**config.mk**
```make
export PLATFORM = sky130hd
export DESIGN_NAME = cpu_addr_flags_branch
export DESIGN_NICKNAME = d
export VERILOG_FILES = /design/src/hw/addr_gen.v /design/src/hw/branch_eval.v /design/src/hw/cpu_addr_flags_branch.v
export VERILOG_INCLUDE_DIRS = /design/src /design/src/hw
export SDC_FILE = /design/constraint.sdc
export NUM_CORES = 1
export LEC_CHECK = 0
export ABC_AREA = 1
export CORE_MARGIN = 4
export CORE_UTILIZATION = 55
export DETAILED_ROUTE_END_ITERATION = 7
export DONT_BUFFER_PORTS = 1
export GPL_TIMING_DRIVEN = 0
export PLACE_DENSITY = 0.7
export SKIP_LAST_GASP = 1
export SLEW_MARGIN = 30
export SYNTH_ARGS = -nofsm -noshare
export SYNTH_HDL_FRONTEND = slang
export SYNTH_SLANG_ARGS = --single-unit
```
**constraint.sdc**
```tcl
create_clock -name clk_sys -period 4.8 [get_ports clk_sys]
set_input_delay 0.24 -clock clk_sys [delete_from_list [all_inputs] [get_ports clk_sys]]
set_output_delay 0.24 -clock clk_sys [all_outputs]
set_load 0.02 [all_outputs]
```
**src/hw/cpu_addr_flags_consts.vh**
```
`ifndef CPU_ADDR_FLAGS_CONSTS_VH
`define CPU_ADDR_FLAGS_CONSTS_VH
// data addressing modes
`define AMODE_DIRECT 3'h0
`define AMODE_INDEX 3'h1
`define AMODE_IMM_OFS 3'h2
`define AMODE_REG_OFS 3'h3
`define AMODE_POST 3'h4
`define AMODE_PRE 3'h5
// alu operation classes
`define ALU_MOVE 4'h0
`define ALU_ADD 4'h1
`define ALU_SUB 4'h2
`define ALU_CMP 4'h3
`define ALU_AND 4'h4
`define ALU_OR 4'h5
`define ALU_XOR 4'h6
`define ALU_SHL 4'h7
`define ALU_SHR 4'h8
`define ALU_SHRA 4'h9
// branch conditions
`define BR_CS 4'h0
`define BR_CC 4'h1
`define BR_VS 4'h2
`define BR_VC 4'h3
`define BR_ZS 4'h4
`define BR_ZC 4'h5
`define BR_EV 4'h6
`define BR_EQ 4'h7
`define BR_NE 4'h8
`define BR_GT 4'h9
`define BR_GE 4'hA
`define BR_LT 4'hB
`define BR_LE 4'hC
`define BR_ALWAYS 4'hD
// program counter control
`define PC_NEXT 3'h0
`define PC_JUMP 3'h1
`define PC_BRANCH 3'h2
`define PC_CALL 3'h3
`define PC_SOFTWARE_CALL_OP 3'h4
`define PC_RET 3'h5
`define PC_JUMP_INDEX 3'h6
`define PC_RESET_VAL 16'h0000
`define STACK_DEPTH 4
`endif

```
**src/hw/addr_gen.v**
```verilog
`include "cpu_addr_flags_consts.vh"
`default_nettype none
// combinational data address former; index write-back computed here too
module addr_gen
(
    input wire [2:0] addrMode,
    input wire [15:0] indexValue,
    input wire [7:0] addrField,
    input wire [7:0] offsetReg,
    output reg [15:0] dataAddr,
    output reg [15:0] indexNext,
    output reg indexUpdate
);
    wire [6:0] step = addrField[6:0];

    always @*
    begin
        dataAddr = indexValue;
        indexNext = indexValue;
        indexUpdate = 1'b0;
        case (addrMode)
            `AMODE_DIRECT: dataAddr = {8'h00, addrField};
            `AMODE_INDEX: dataAddr = indexValue;
            `AMODE_IMM_OFS: dataAddr = indexValue + {8'h00, addrField};
            `AMODE_REG_OFS: dataAddr = indexValue + {8'h00, offsetReg};
            `AMODE_POST:
            begin
                dataAddr = indexValue;
                indexNext = indexValue + {9'h000, step};
                indexUpdate = 1'b1;
            end
            `AMODE_PRE:
            begin
                indexNext = indexValue - {9'h000, step};
                dataAddr = indexNext;
                indexUpdate = 1'b1;
            end
            default: dataAddr = indexValue;
        endcase
    end
endmodule // addr_gen
`default_nettype wire

```
**src/hw/branch_eval.v**
```verilog
`include "cpu_addr_flags_consts.vh"
`default_nettype none
// decides whether a branch is taken from the stored flags
module branch_eval
(
    input wire [3:0] cond,
    input wire carryFlag,
    input wire overflowFlag,
    input wire zeroFlag,
    input wire [1:0] eventFlags,
    output reg taken
);
    // after compare: carry low means d > s, zero means equal
    wire cmpGt = ~carryFlag & ~zeroFlag;

    always @*
    begin
        case (cond)
            `BR_CS: taken = carryFlag;
            `BR_CC: taken = ~carryFlag;
            `BR_VS: taken = overflowFlag;
            `BR_VC: taken = ~overflowFlag;
            `BR_ZS: taken = zeroFlag;
            `BR_ZC: taken = ~zeroFlag;
            `BR_EV: taken = |eventFlags;
            `BR_EQ: taken = zeroFlag;
            `BR_NE: taken = ~zeroFlag;
            `BR_GT: taken = cmpGt;
            `BR_GE: taken = cmpGt | zeroFlag;
            `BR_LT: taken = ~cmpGt & ~zeroFlag;
            `BR_LE: taken = ~cmpGt;
            `BR_ALWAYS: taken = 1'b1;
            default: taken = 1'b0;
        endcase
    end
endmodule // branch_eval
`default_nettype wire

```
**src/hw/cpu_addr_flags_branch.v**
```verilog
`include "cpu_addr_flags_consts.vh"
`default_nettype none
module cpu_addr_flags_branch
#(
    parameter STACK_DEPTH = `STACK_DEPTH
)
(
    input wire clk_sys,
    input wire reset_n,
    // data memory access, one instruction per enabled cycle
    input wire instrValid,
    input wire memAccess,
    input wire [2:0] addrMode,
    input wire [1:0] indexSel,
    input wire [7:0] addrField,
    // result write into an index byte, applied after any update
    input wire resultToIndex,
    input wire [1:0] resultIndexSel,
    input wire resultHighByte,
    // program index byte writes
    input wire progIndexWrLow,
    input wire progIndexWrHigh,
    input wire [7:0] progIndexWrData,
    // alu
    input wire aluValid,
    input wire [3:0] aluOp,
    input wire [7:0] aluDest,
    input wire [7:0] aluSrc,
    input wire aluCarryIn,
    input wire [7:0] offsetRegThree,
    input wire [1:0] eventFlags,
    // program flow
    input wire [2:0] pcCtrl,
    input wire [3:0] branchCond,
    input wire [15:0] jumpTarget,
    input wire intRequest,
    input wire [15:0] intVector,
    output reg [15:0] progAddr,
    output reg [15:0] dataMemAddrBus,
    output reg dataMemAccess,
    output reg [15:0] dataIndexZero,
    output reg [15:0] dataIndexOne,
    output reg [15:0] dataIndexTwo,
    output reg [15:0] dataIndexThree,
    output reg [15:0] programIndex,
    output reg [7:0] accum,
    output reg carryFlag,
    output reg overflowFlag,
    output reg zeroFlag,
    output reg branchTaken,
    output wire intBlocked,
    output wire stackFull,
    output reg stackUnderflow
);
    localparam SP_W = 4;

    reg [15:0] indexSelVal;
    wire [15:0] agAddr;
    wire [15:0] agIndexNext;
    wire agIndexUpdate;
    wire condTaken;
    reg [15:0] pcStack [0:STACK_DEPTH-1];
    reg [SP_W-1:0] stackCount;
    reg [7:0] aluRes;
    reg aluC;
    reg aluV;
    reg flagsTouched;
    reg [8:0] wideSum;
    integer i;

    function [15:0] pick_index;
        input [1:0] sel;
        input [15:0] z;
        input [15:0] o;
        input [15:0] t;
        input [15:0] h;
        begin
            if (sel == 2'h0)
                pick_index = z;
            else if (sel == 2'h1)
                pick_index = o;
            else if (sel == 2'h2)
                pick_index = t;
            else
                pick_index = h;
        end
    endfunction

    // merges a new byte into one half of an index value
    function [15:0] put_byte;
        input [15:0] base;
        input hi;
        input [7:0] b;
        begin
            if (hi)
                put_byte = {b, base[7:0]};
            else
                put_byte = {base[15:8], b};
        end
    endfunction

    always @*
    begin
        indexSelVal = pick_index(indexSel, dataIndexZero, dataIndexOne,
            dataIndexTwo, dataIndexThree);
    end

    addr_gen u_addr_gen
    (
        .addrMode(addrMode),
        .indexValue(indexSelVal),
        .addrField(addrField),
        .offsetReg(offsetRegThree),
        .dataAddr(agAddr),
        .indexNext(agIndexNext),
        .indexUpdate(agIndexUpdate)
    );

    branch_eval u_branch_eval
    (
        .cond(branchCond),
        .carryFlag(carryFlag),
        .overflowFlag(overflowFlag),
        .zeroFlag(zeroFlag),
        .eventFlags(eventFlags),
        .taken(condTaken)
    );

    assign stackFull = (stackCount == STACK_DEPTH[SP_W-1:0]);
    // no early lift on a same-cycle return: the interrupt would drop that return
    assign intBlocked = stackFull;

    // alu: carry for add is carry-out; for sub carry is borrow; for cmp carry is set when d <= s
    always @*
    begin
        aluRes = 8'h00;
        aluC = carryFlag;
        aluV = overflowFlag;
        flagsTouched = 1'b0;
        wideSum = 9'h000;
        case (aluOp)
            `ALU_MOVE: aluRes = aluSrc;
            `ALU_ADD:
            begin
                wideSum = {1'b0, aluDest} + {1'b0, aluSrc} + {8'h00, aluCarryIn};
                aluRes = wideSum[7:0];
                aluC = wideSum[8];
                aluV = (aluDest[7] == aluSrc[7]) & (aluRes[7] != aluDest[7]);
                flagsTouched = 1'b1;
            end
            `ALU_SUB, `ALU_CMP:
            begin
                wideSum = {1'b0, aluDest} - {1'b0, aluSrc};
                aluRes = wideSum[7:0];
                if (aluOp == `ALU_CMP)
                begin
                    // inverted borrow of s - d: low when d > s
                    aluC = (aluDest <= aluSrc);
                    aluV = (aluDest <= aluSrc) & (aluRes != 8'h00);
                end
                else
                begin
                    aluC = wideSum[8];
                    aluV = (aluDest[7] != aluSrc[7]) & (aluRes[7] != aluDest[7]);
                end
                flagsTouched = 1'b1;
            end
            `ALU_AND: aluRes = aluDest & aluSrc;
            `ALU_OR: aluRes = aluDest | aluSrc;
            `ALU_XOR: aluRes = aluDest ^ aluSrc;
            `ALU_SHL:
            begin
                aluRes = {aluDest[6:0], aluCarryIn};
                aluC = aluDest[7];
                aluV = aluDest[7] ^ aluDest[6];
                flagsTouched = 1'b1;
            end
            `ALU_SHR:
            begin
                aluRes = {aluCarryIn, aluDest[7:1]};
                aluC = aluDest[0];
                aluV = 1'b0;
                flagsTouched = 1'b1;
            end
            `ALU_SHRA:
            begin
                aluRes = {aluDest[7], aluDest[7:1]};
                aluC = aluDest[0];
                aluV = 1'b0;
                flagsTouched = 1'b1;
            end
            default: aluRes = aluSrc;
        endcase
    end

    always @(posedge clk_sys)
    begin
        if (!reset_n)
        begin
            accum <= 8'h00;
            carryFlag <= 1'b0;
            overflowFlag <= 1'b0;
            zeroFlag <= 1'b0;
        end
        else if (aluValid)
        begin
            accum <= aluRes;
            zeroFlag <= (aluRes == 8'h00);
            if (flagsTouched)
            begin
                carryFlag <= aluC;
                overflowFlag <= aluV;
            end
        end
    end

    // index registers: modification first, then result byte on top
    always @(posedge clk_sys)
    begin
        if (!reset_n)
        begin
            dataIndexZero <= 16'h0000;
            dataIndexOne <= 16'h0000;
            dataIndexTwo <= 16'h0000;
            dataIndexThree <= 16'h0000;
            dataMemAddrBus <= 16'h0000;
            dataMemAccess <= 1'b0;
        end
        else
        begin
            dataMemAccess <= instrValid & memAccess;
            if (instrValid & memAccess)
            begin
                dataMemAddrBus <= agAddr;
                if (agIndexUpdate)
                begin
                    case (indexSel)
                        2'h0: dataIndexZero <= agIndexNext;
                        2'h1: dataIndexOne <= agIndexNext;
                        2'h2: dataIndexTwo <= agIndexNext;
                        default: dataIndexThree <= agIndexNext;
                    endcase
                end
            end
            if (instrValid & resultToIndex)
            begin
                // later assignment wins, so the result byte overrides the update
                case (resultIndexSel)
                    2'h0: dataIndexZero <= put_byte(
                        (agIndexUpdate & memAccess & indexSel == 2'h0) ? agIndexNext
                        : dataIndexZero, resultHighByte, aluRes);
                    2'h1: dataIndexOne <= put_byte(
                        (agIndexUpdate & memAccess & indexSel == 2'h1) ? agIndexNext
                        : dataIndexOne, resultHighByte, aluRes);
                    2'h2: dataIndexTwo <= put_byte(
                        (agIndexUpdate & memAccess & indexSel == 2'h2) ? agIndexNext
                        : dataIndexTwo, resultHighByte, aluRes);
                    default: dataIndexThree <= put_byte(
                        (agIndexUpdate & memAccess & indexSel == 2'h3) ? agIndexNext
                        : dataIndexThree, resultHighByte, aluRes);
                endcase
            end
        end
    end

    // program counter, hardware stack, program index
    always @(posedge clk_sys)
    begin
        if (!reset_n)
        begin
            progAddr <= `PC_RESET_VAL;
            programIndex <= 16'h0000;
            stackCount <= {SP_W{1'b0}};
            stackUnderflow <= 1'b0;
            branchTaken <= 1'b0;
            for (i = 0; i < STACK_DEPTH; i = i + 1)
                pcStack[i] <= 16'h0000;
        end
        else
        begin
            branchTaken <= 1'b0;
            stackUnderflow <= 1'b0;
            if (progIndexWrLow)
                programIndex[7:0] <= progIndexWrData;
            if (progIndexWrHigh)
                programIndex[15:8] <= progIndexWrData;
            if (intRequest & ~intBlocked)
            begin
                // interrupt call pushes the address it interrupts
                pcStack[stackCount[1:0]] <= progAddr;
                stackCount <= stackCount + 1'b1;
                progAddr <= intVector;
            end
            else if (instrValid)
            begin
                case (pcCtrl)
                    `PC_JUMP: progAddr <= jumpTarget;
                    `PC_JUMP_INDEX: progAddr <= programIndex;
                    `PC_BRANCH:
                    begin
                        branchTaken <= condTaken;
                        progAddr <= condTaken ? jumpTarget : progAddr + 16'h0001;
                    end
                    `PC_CALL:
                    begin
                        if (!stackFull)
                        begin
                            pcStack[stackCount[1:0]] <= progAddr + 16'h0001;
                            stackCount <= stackCount + 1'b1;
                        end
                        progAddr <= jumpTarget;
                    end
                    `PC_SOFTWARE_CALL_OP:
                    begin
                        programIndex <= progAddr + 16'h0001;
                        progAddr <= programIndex;
                    end
                    `PC_RET:
                    begin
                        if (stackCount != {SP_W{1'b0}})
                        begin
                            progAddr <= pcStack[stackCount[1:0] - 2'h1];
                            stackCount <= stackCount - 1'b1;
                        end
                        else
                            stackUnderflow <= 1'b1;
                    end
                    default: progAddr <= progAddr + 16'h0001;
                endcase
            end
        end
    end
endmodule // cpu_addr_flags_branch
`default_nettype wire

```
==> impl_metrics.json, run 1 <==
{
  "reg2reg_depth": 15,
  "final_cell_mix": "556 x nand2_1, 274 x inv_1, 210 x a21oi_1",
  "layout_commonest_cell": "nand2_1",
  "yosysSeqAreaShare_pct": 31.2,
  "cts_tree": "done",
  "syn_area_um2": 14500,
  "clk_latency_ns": 0.46,
  "ys.flop_type": "dfxtp_1",
  "cp_max_fo": 19,
  "crit_required_ns": 4.85,
  "cts_buffer_depth": 2,
  "post_drt_wl_per_cell_um": 22.6,
  "slowest_stage": "clkinvlp_4",
  "r2r_slack_ns": 0.13,
  "setup_viol": 0,
  "holdCritStartpoint": "intVector[15]",
  "path_cells": "clkbuf_1 > clkinvlp_4 > clkbuf_2 > ha_1 > nand2_1 > nor2_2 > nor2_4 > inv_2 > nor2_1 > nor2_1 > inv_2 > nand2_1 > nand2_2 > buf_2 > nand2_2",
  "final_antenna_net_count": 0,
  "setup_tns_ns": 0,
  "numCtsBuffers": 17,
  "syn_nets": 2392,
  "cp.arrival_ns": 4.72,
  "place_congestion": 1.05,
  "synth_seq_cells": 194,
  "syn_area_per_cell_um2": 6.50,
  "grt_max_degree": 24,
  "drtIter0Drc": 2430,
  "antenna_found_initial": 1,
  "cts.clk_slew.worst_paths_ns": 0.08,
  "hold_class": "in -> reg",
  "final_hold_viol_count": 0,
  "async_flop_share_pct": 0,
  "antenna_cells": 0,
  "timing.rr.start": "stackCount[0]",
  "synth_edf_count": 64,
  "row_count": 59,
  "fin_crit_sh_pct": 97.2,
  "synth.distinct_cells": 56,
  "peakVddDrop_uv": 284,
  "dpl.cell_count": 2569,
  "num_vias": 16500,
  "cts.sinks": 194,
  "dieArea_um2": 29100,
  "grt_pass1_vias": 14800,
  "regArea_um2": 4520,
  "htree_num_levels": 4,
  "grt_pass1_wl_um": 87300,
  "post-dp-hpwl_um": 46500,
  "synth_warnings": 0,
  "maxSlewViolCount": 0,
  "core_area_um2": 26000,
  "critPathCaptureType": "flop",
  "worstSetupPathType": "reg -> reg",
  "reg2reg_to": "pcStack[1][14]",
  "post_cts_buffers": 0,
  "tightest_slew_ns": 1.04,
  "stdcell_count": 2613,
  "syn2layout_area_growth_pct": 8.37,
  "dr.pass1.iters": 6,
  "max_stage_delay_ns": 0.47,
  "synthesis.instances": 2234,
  "die_y_um": 170,
  "via_per_inst": 6.32,
  "portBuffers": 0,
  "fin_util_pct": 60.6,
  "skew_ns": 0.0149,
  "die_x_um": 170,
  "period_needed_ns": 4.67,
  "fin_nets": 2423,
  "finalWirelength_um": 59000,
  "cts_root_buffer": "clkbuf_16",
  "initial_core_util_pct": 55.9,
  "drc": 0,
  "path_delay_family": "buffers and inverters",
  "io_pins": 231,
  "maxSlewHeadroom_pct": 30.8,
  "status": "finished clean",
  "critPathBufInv": 6,
  "min_to": "progAddr[15]",
  "crit_path_start_kind": "flop",
  "fillerInstances": 2541,
  "grt-ovfl-total": 0,
  "p_leak_nw": 6.87,
  "grt_usage_pct": 39.1,
  "holdPathStages": 2,
  "grt_setup_unrepaired": "false",
  "powerDensity_nw_per_um2": 309,
  "multi_input_area_um2": 8580,
  "clock.fmax_mhz": 214,
  "cap_violations": 0,
  "final_layout_size_suffix_gt1_share_pct": 6.15
}
[worst max path at each step]
stage	end	slack [ns]	depth (start not counted)	from
2_1_floorplan	pcStack[0][0]	1.08	18	stackCount[0]
3_3_place_gp	pcStack[2][0]	-0.56	16	stackCount[0]
3_5_place_dp	pcStack[2][3]	-0.63	16	stackCount[0]
4_1_cts	pcStack[1][14]	0.20	15	stackCount[0]
5_1_grt	pcStack[1][10]	0.04	16	stackCount[0]
6_report	pcStack[1][14]	0.13	15	stackCount[0]
[sequential cells by signal, indices dropped and copies added, names as in the netlist, 4 cells and up]
signal	cells
pcStack	64
dataIndexOne	16
dataIndexThree	16
dataIndexTwo	16
dataIndexZero	16
dataMemAddrBus	16
progAddr	16
programIndex	16
accum	8
stackCount	4
[Yosys cell counts (3+ instances only)]
cell       number  area [µm²]
a211oi_1        3        22.5
a21oi_1       210        1050
a21oi_2         4        35.0
a221o_1         4        40.0
a221oi_1       10        87.6
a22oi_1         3        22.5
a31oi_1        26         163
buf_1           7        26.3
buf_2          13        65.1
buf_4           3        22.5
clkbuf_1       53         199
clkinv_1        7        26.3
dfxtp_1       130        2600
edfxtp_1       64        1920
fa_1            6         120
ha_1           49         613
inv_1         274        1030
inv_2           9        33.8
inv_4           3        18.8
nand2_1       559        2100
nand2_2        20         125
nand2_4         6        67.6
nand3_1       141         706
nand3_2        13         130
nand3b_1        7        52.6
nand4_1        21         131
nor2_1        194         728
nor2_2         11        68.8
nor3_1         24         120
nor4_1         10        62.6
o2111ai_1       3        26.3
o211ai_1       19         143
o21ai_0       203        1020
o21ai_1         8        40.0
o21ai_2         4        35.0
o21bai_1       14         105
o221ai_1       13         114
o22ai_1        39         244
or2_1           3        18.8
or2_2           5        31.3
xnor2_1         5        43.8
xor2_1         15         131
[metal layers]
layer	vias to the layer above	global-route usage, %	part of all wire (%)	wire, µm
li1	7542	-	-	-
met1	7636	55.7	40	23700
met2	1190	55.6	41	24000
met3	132	15.3	16	9420
met4	2	9.90	3.1	1820
met5	-	0	0.031	18
[what timing repair did]
item / 4_1_cts / 5_1_grt
pin swaps: 0 / 0
hold endpoints to repair: 21 / 0
endpoints found under the setup margin: 75 / 32
hold buffers: 13 / 0
gates resized for setup: 8 / 1
[stage by stage]
step                      hold slack, ns  cell area [µm²]  setup slack [ns]  power [mW]
after floorplan                    0.395            14500              1.08        2.87
after global placement             0.408            14900            -0.563        3.26
after detailed placement           0.409            14900            -0.630        3.28
after CTS                        0.00374            15700             0.198        4.80
after global routing              0.0137            15700            0.0375        5.06
final                            0.00586            15700             0.133        4.86
[area by class of cell]
| type | count | area share, % |
|---|---|---|
| tap | 335 | 2.66 |
| clock inverter | 15 | 1.31 |
| buffer | 77 | 2.12 |
| inverter | 294 | 7.12 |
| multi-input combinational | 1668 | 54.5 |
| sequential | 194 | 28.7 |
| timing repair buffer | 13 | 0.827 |
| clock buffer | 17 | 2.70 |
[kinds of logic after synthesis]
kind of cell	synth area share (%)
AOI/OAI and AO/OA	22.3
buffers and inverters	9.99
DFF	31.2
muxes	0.155
and+or+nand+nor	30.1
adders and majority gates	5.05
xor gates and xnor gates	1.21
[report_power, final]
part	leakage, nW	internal, mW	switching (mW)
clock	0.302	0.731	0.811
sequential	1.73	1.81	0.183
combinational	4.84	0.372	0.952
No activity file was read; power rests on OpenSTA's default activity.
==> run 2: changes to the inputs <==
--- a/config.mk
+++ b/config.mk
@@ -8,11 +8,10 @@
 export LEC_CHECK = 0
 export ABC_AREA = 1
 export CORE_MARGIN = 4
-export CORE_UTILIZATION = 55
+export CORE_UTILIZATION = 32
 export DETAILED_ROUTE_END_ITERATION = 7
 export DONT_BUFFER_PORTS = 1
 export GPL_TIMING_DRIVEN = 0
-export PLACE_DENSITY = 0.7
 export SKIP_LAST_GASP = 1
 export SLEW_MARGIN = 30
 export SYNTH_ARGS = -nofsm -noshare
==> run 2 against run 1 <==
  * Total power grew 0.63%
  * Fmax up 1.6%
  * Largest cell class unchanged
  * Via count shrank 2.7%
  * Clock power barely moved
  * Global-route usage decreased by 15 points
  * Critical path depth up 2
  * Largest power group unchanged
  * Critical path type unchanged
  * Sequential cell count unchanged
  * Non-clock buffer count rose by 2
  * Count of clock-buffer cells in the layout up 2
  * Setup slack improved by 0.072 ns
  * Worst hold slack gained 0.0071 ns
==> impl_metrics.json, run 2 (synthesized netlist as in run 1, its figures left out) <==
{
  "fin_util_pct": 36.1,
  "setup_viol": 0,
  "cts_buffer_depth": 2,
  "post_drt_wl_per_cell_um": 21.8,
  "hold_class": "in -> reg",
  "antenna_found_initial": 2,
  "clk_latency_ns": 0.48,
  "peakVddDrop_uv": 294,
  "timing.rr.start": "stackCount[0]",
  "reg2reg_depth": 17,
  "dpl_cell_area_um2": 15300,
  "post-dp-hpwl_um": 50500,
  "largest_register_ffs": 64,
  "p_leak_nw": 6.89,
  "grt-ovfl-total": 0,
  "holdPathStages": 2,
  "drtIter0Drc": 1920,
  "cellInternalPower_mw": 2.97,
  "fillerInstances": 4819,
  "cts_tree": "done",
  "final_hold_viol_count": 0,
  "crit_required_ns": 4.90,
  "num_vias": 16100,
  "dr.pass1.iters": 6,
  "io_pins": 231,
  "min_to": "progAddr[2]",
  "clkPwrFrac_pct": 32.1,
  "place_congestion": 1.00,
  "grt_pass1_vias": 14600,
  "powerDensity_nw_per_um2": 304,
  "cts.clk_slew.worst_paths_ns": 0.09,
  "tightest_slew_ns": 0.963,
  "via_per_inst": 5.59,
  "reg2reg_to": "pcStack[1][6]",
  "critPathCaptureType": "flop",
  "core_area_um2": 44500,
  "cts_root_buffer": "clkbuf_16",
  "maxSlewHeadroom_pct": 35.8,
  "combPwrFrac_pct": 26.8,
  "grt_usage_pct": 24.3,
  "grt_max_degree": 21,
  "skew_ns": 0.0160,
  "cap_violations": 0,
  "worstSetupPathType": "reg -> reg",
  "regMostFlops": "pcStack",
  "clock.fmax_mhz": 218,
  "portBuffers": 0,
  "status": "finished clean",
  "seqPwrFrac_pct": 41.1,
  "cp_max_fo": 16,
  "grt_pass1_wl_um": 92800,
  "p_sw_share_pct": 39.2,
  "final_layout_size_suffix_gt1_share_pct": 6.32,
  "die_y_um": 221,
  "pre_cts_slack_ns": -0.722,
  "p_sw_mw": 1.92,
  "fin_nets": 2425,
  "maxSlewViolCount": 0,
  "dieArea_um2": 48900,
  "final_area_um2": 16100,
  "antenna_cells": 0,
  "final_antenna_net_count": 0,
  "fin_crit_sh_pct": 95.7,
  "htree_num_levels": 4,
  "post-route-worst-setup-slack_ns": 0.205,
  "r2r_slack_ns": 0.21,
  "syn2layout_area_growth_pct": 10.7,
  "final_cell_mix": "556 x nand2_1, 274 x inv_1, 210 x a21oi_1",
  "row_count": 77,
  "setup_tns_ns": 0,
  "holdCritStartpoint": "intVector[2]",
  "drc": 0,
  "initial_core_util_pct": 32.6,
  "period_needed_ns": 4.59,
  "holdWs_ns": 0.0130,
  "die_x_um": 221,
  "numCtsBuffers": 17,
  "layout_commonest_cell": "nand2_1",
  "cts.sinks": 194,
  "cp.arrival_ns": 4.69,
  "finalWirelength_um": 62700,
  "crit_path_start_kind": "flop"
}
## run 2: how the worst max path moves through the flow
stage / startpoint / endpoint / slack [ns] / cells after the start
after floorplan: stackCount[0] / pcStack[0][0] / 1.08 / 18
after global placement: stackCount[0] / pcStack[0][10] / -0.70 / 18
after CTS: stackCount[0] / pcStack[1][7] / 0.06 / 17
after global routing: stackCount[0] / pcStack[1][6] / -0.003 / 17
final: stackCount[0] / pcStack[1][6] / 0.21 / 17
after detailed placement: stackCount[0] / pcStack[0][9] / -0.72 / 18
## run 2: metrics by stage
stage | power [mW] | std cells
2_1_floorplan | 2.87 | 2234
3_3_place_gp | 3.29 | 2826
3_5_place_dp | 3.30 | 2827
4_1_cts | 4.87 | 2870
5_1_grt | 5.10 | 2872
6_report | 4.89 | 2872
## run 2: routing by layer
metal / vias to the layer above / part of all wire (%) / global-route usage, %
met2: 808 / 42 / 35.8
met4: 4 / 3.4 / 8.38
li1: 7570 / - / -
met3: 114 / 12 / 8.81
met1: 7564 / 43 / 33.0
met5: - / 0.043 / 0
## run 2: timing repair
item                                    in CTS  in global routing
hold endpoints to repair                    21                  0
buffers inserted                             0                  2
pin swaps                                    0                  0
endpoints found under the setup margin      48                 67
hold buffers                                12                  0
resized for setup                            8                  1
## run 2: cell type report
cell class / count / area, µm² / area share [%]
Multi-Input combinational cell: 1668 / 8580 / 53.3
Timing Repair Buffer: 15 / 140 / 0.871
Clock buffer: 19 / 454 / 2.82
Clock inverter: 13 / 188 / 1.17
Sequential cell: 194 / 4520 / 28.1
Tap cell: 592 / 741 / 4.61
Buffer: 77 / 338 / 2.10
Inverter: 294 / 1120 / 6.96
## run 2: worst max-delay path, stage by stage, from the launching register on
cell	delay (ns)
dfxtp_1	0.35
clkbuf_1	0.42
clkinvlp_4	0.37
clkbuf_2	0.29
ha_1	0.28
nand2_1	0.11
nor2_2	0.11
nor2_2	0.41
inv_2	0.23
nand3_1	0.20
nor2_1	0.15
nor2_1	0.15
inv_2	0.07
nand2_1	0.10
inv_2	0.05
nand2_2	0.19
buf_2	0.35
nand2_2	0.37
## run 2: power by group through the flow
| stage | logic, mW | clock network [mW] | registers, mW |
|---|---|---|---|
| 2_1_floorplan | 0.882 | 0 | 1.99 |
| 3_3_place_gp | 1.24 | 0 | 2.05 |
| 3_5_place_dp | 1.25 | 0 | 2.05 |
| 4_1_cts | 1.27 | 1.58 | 2.01 |
| 5_1_grt | 1.44 | 1.64 | 2.02 |
| 6_report | 1.31 | 1.57 | 2.01 |
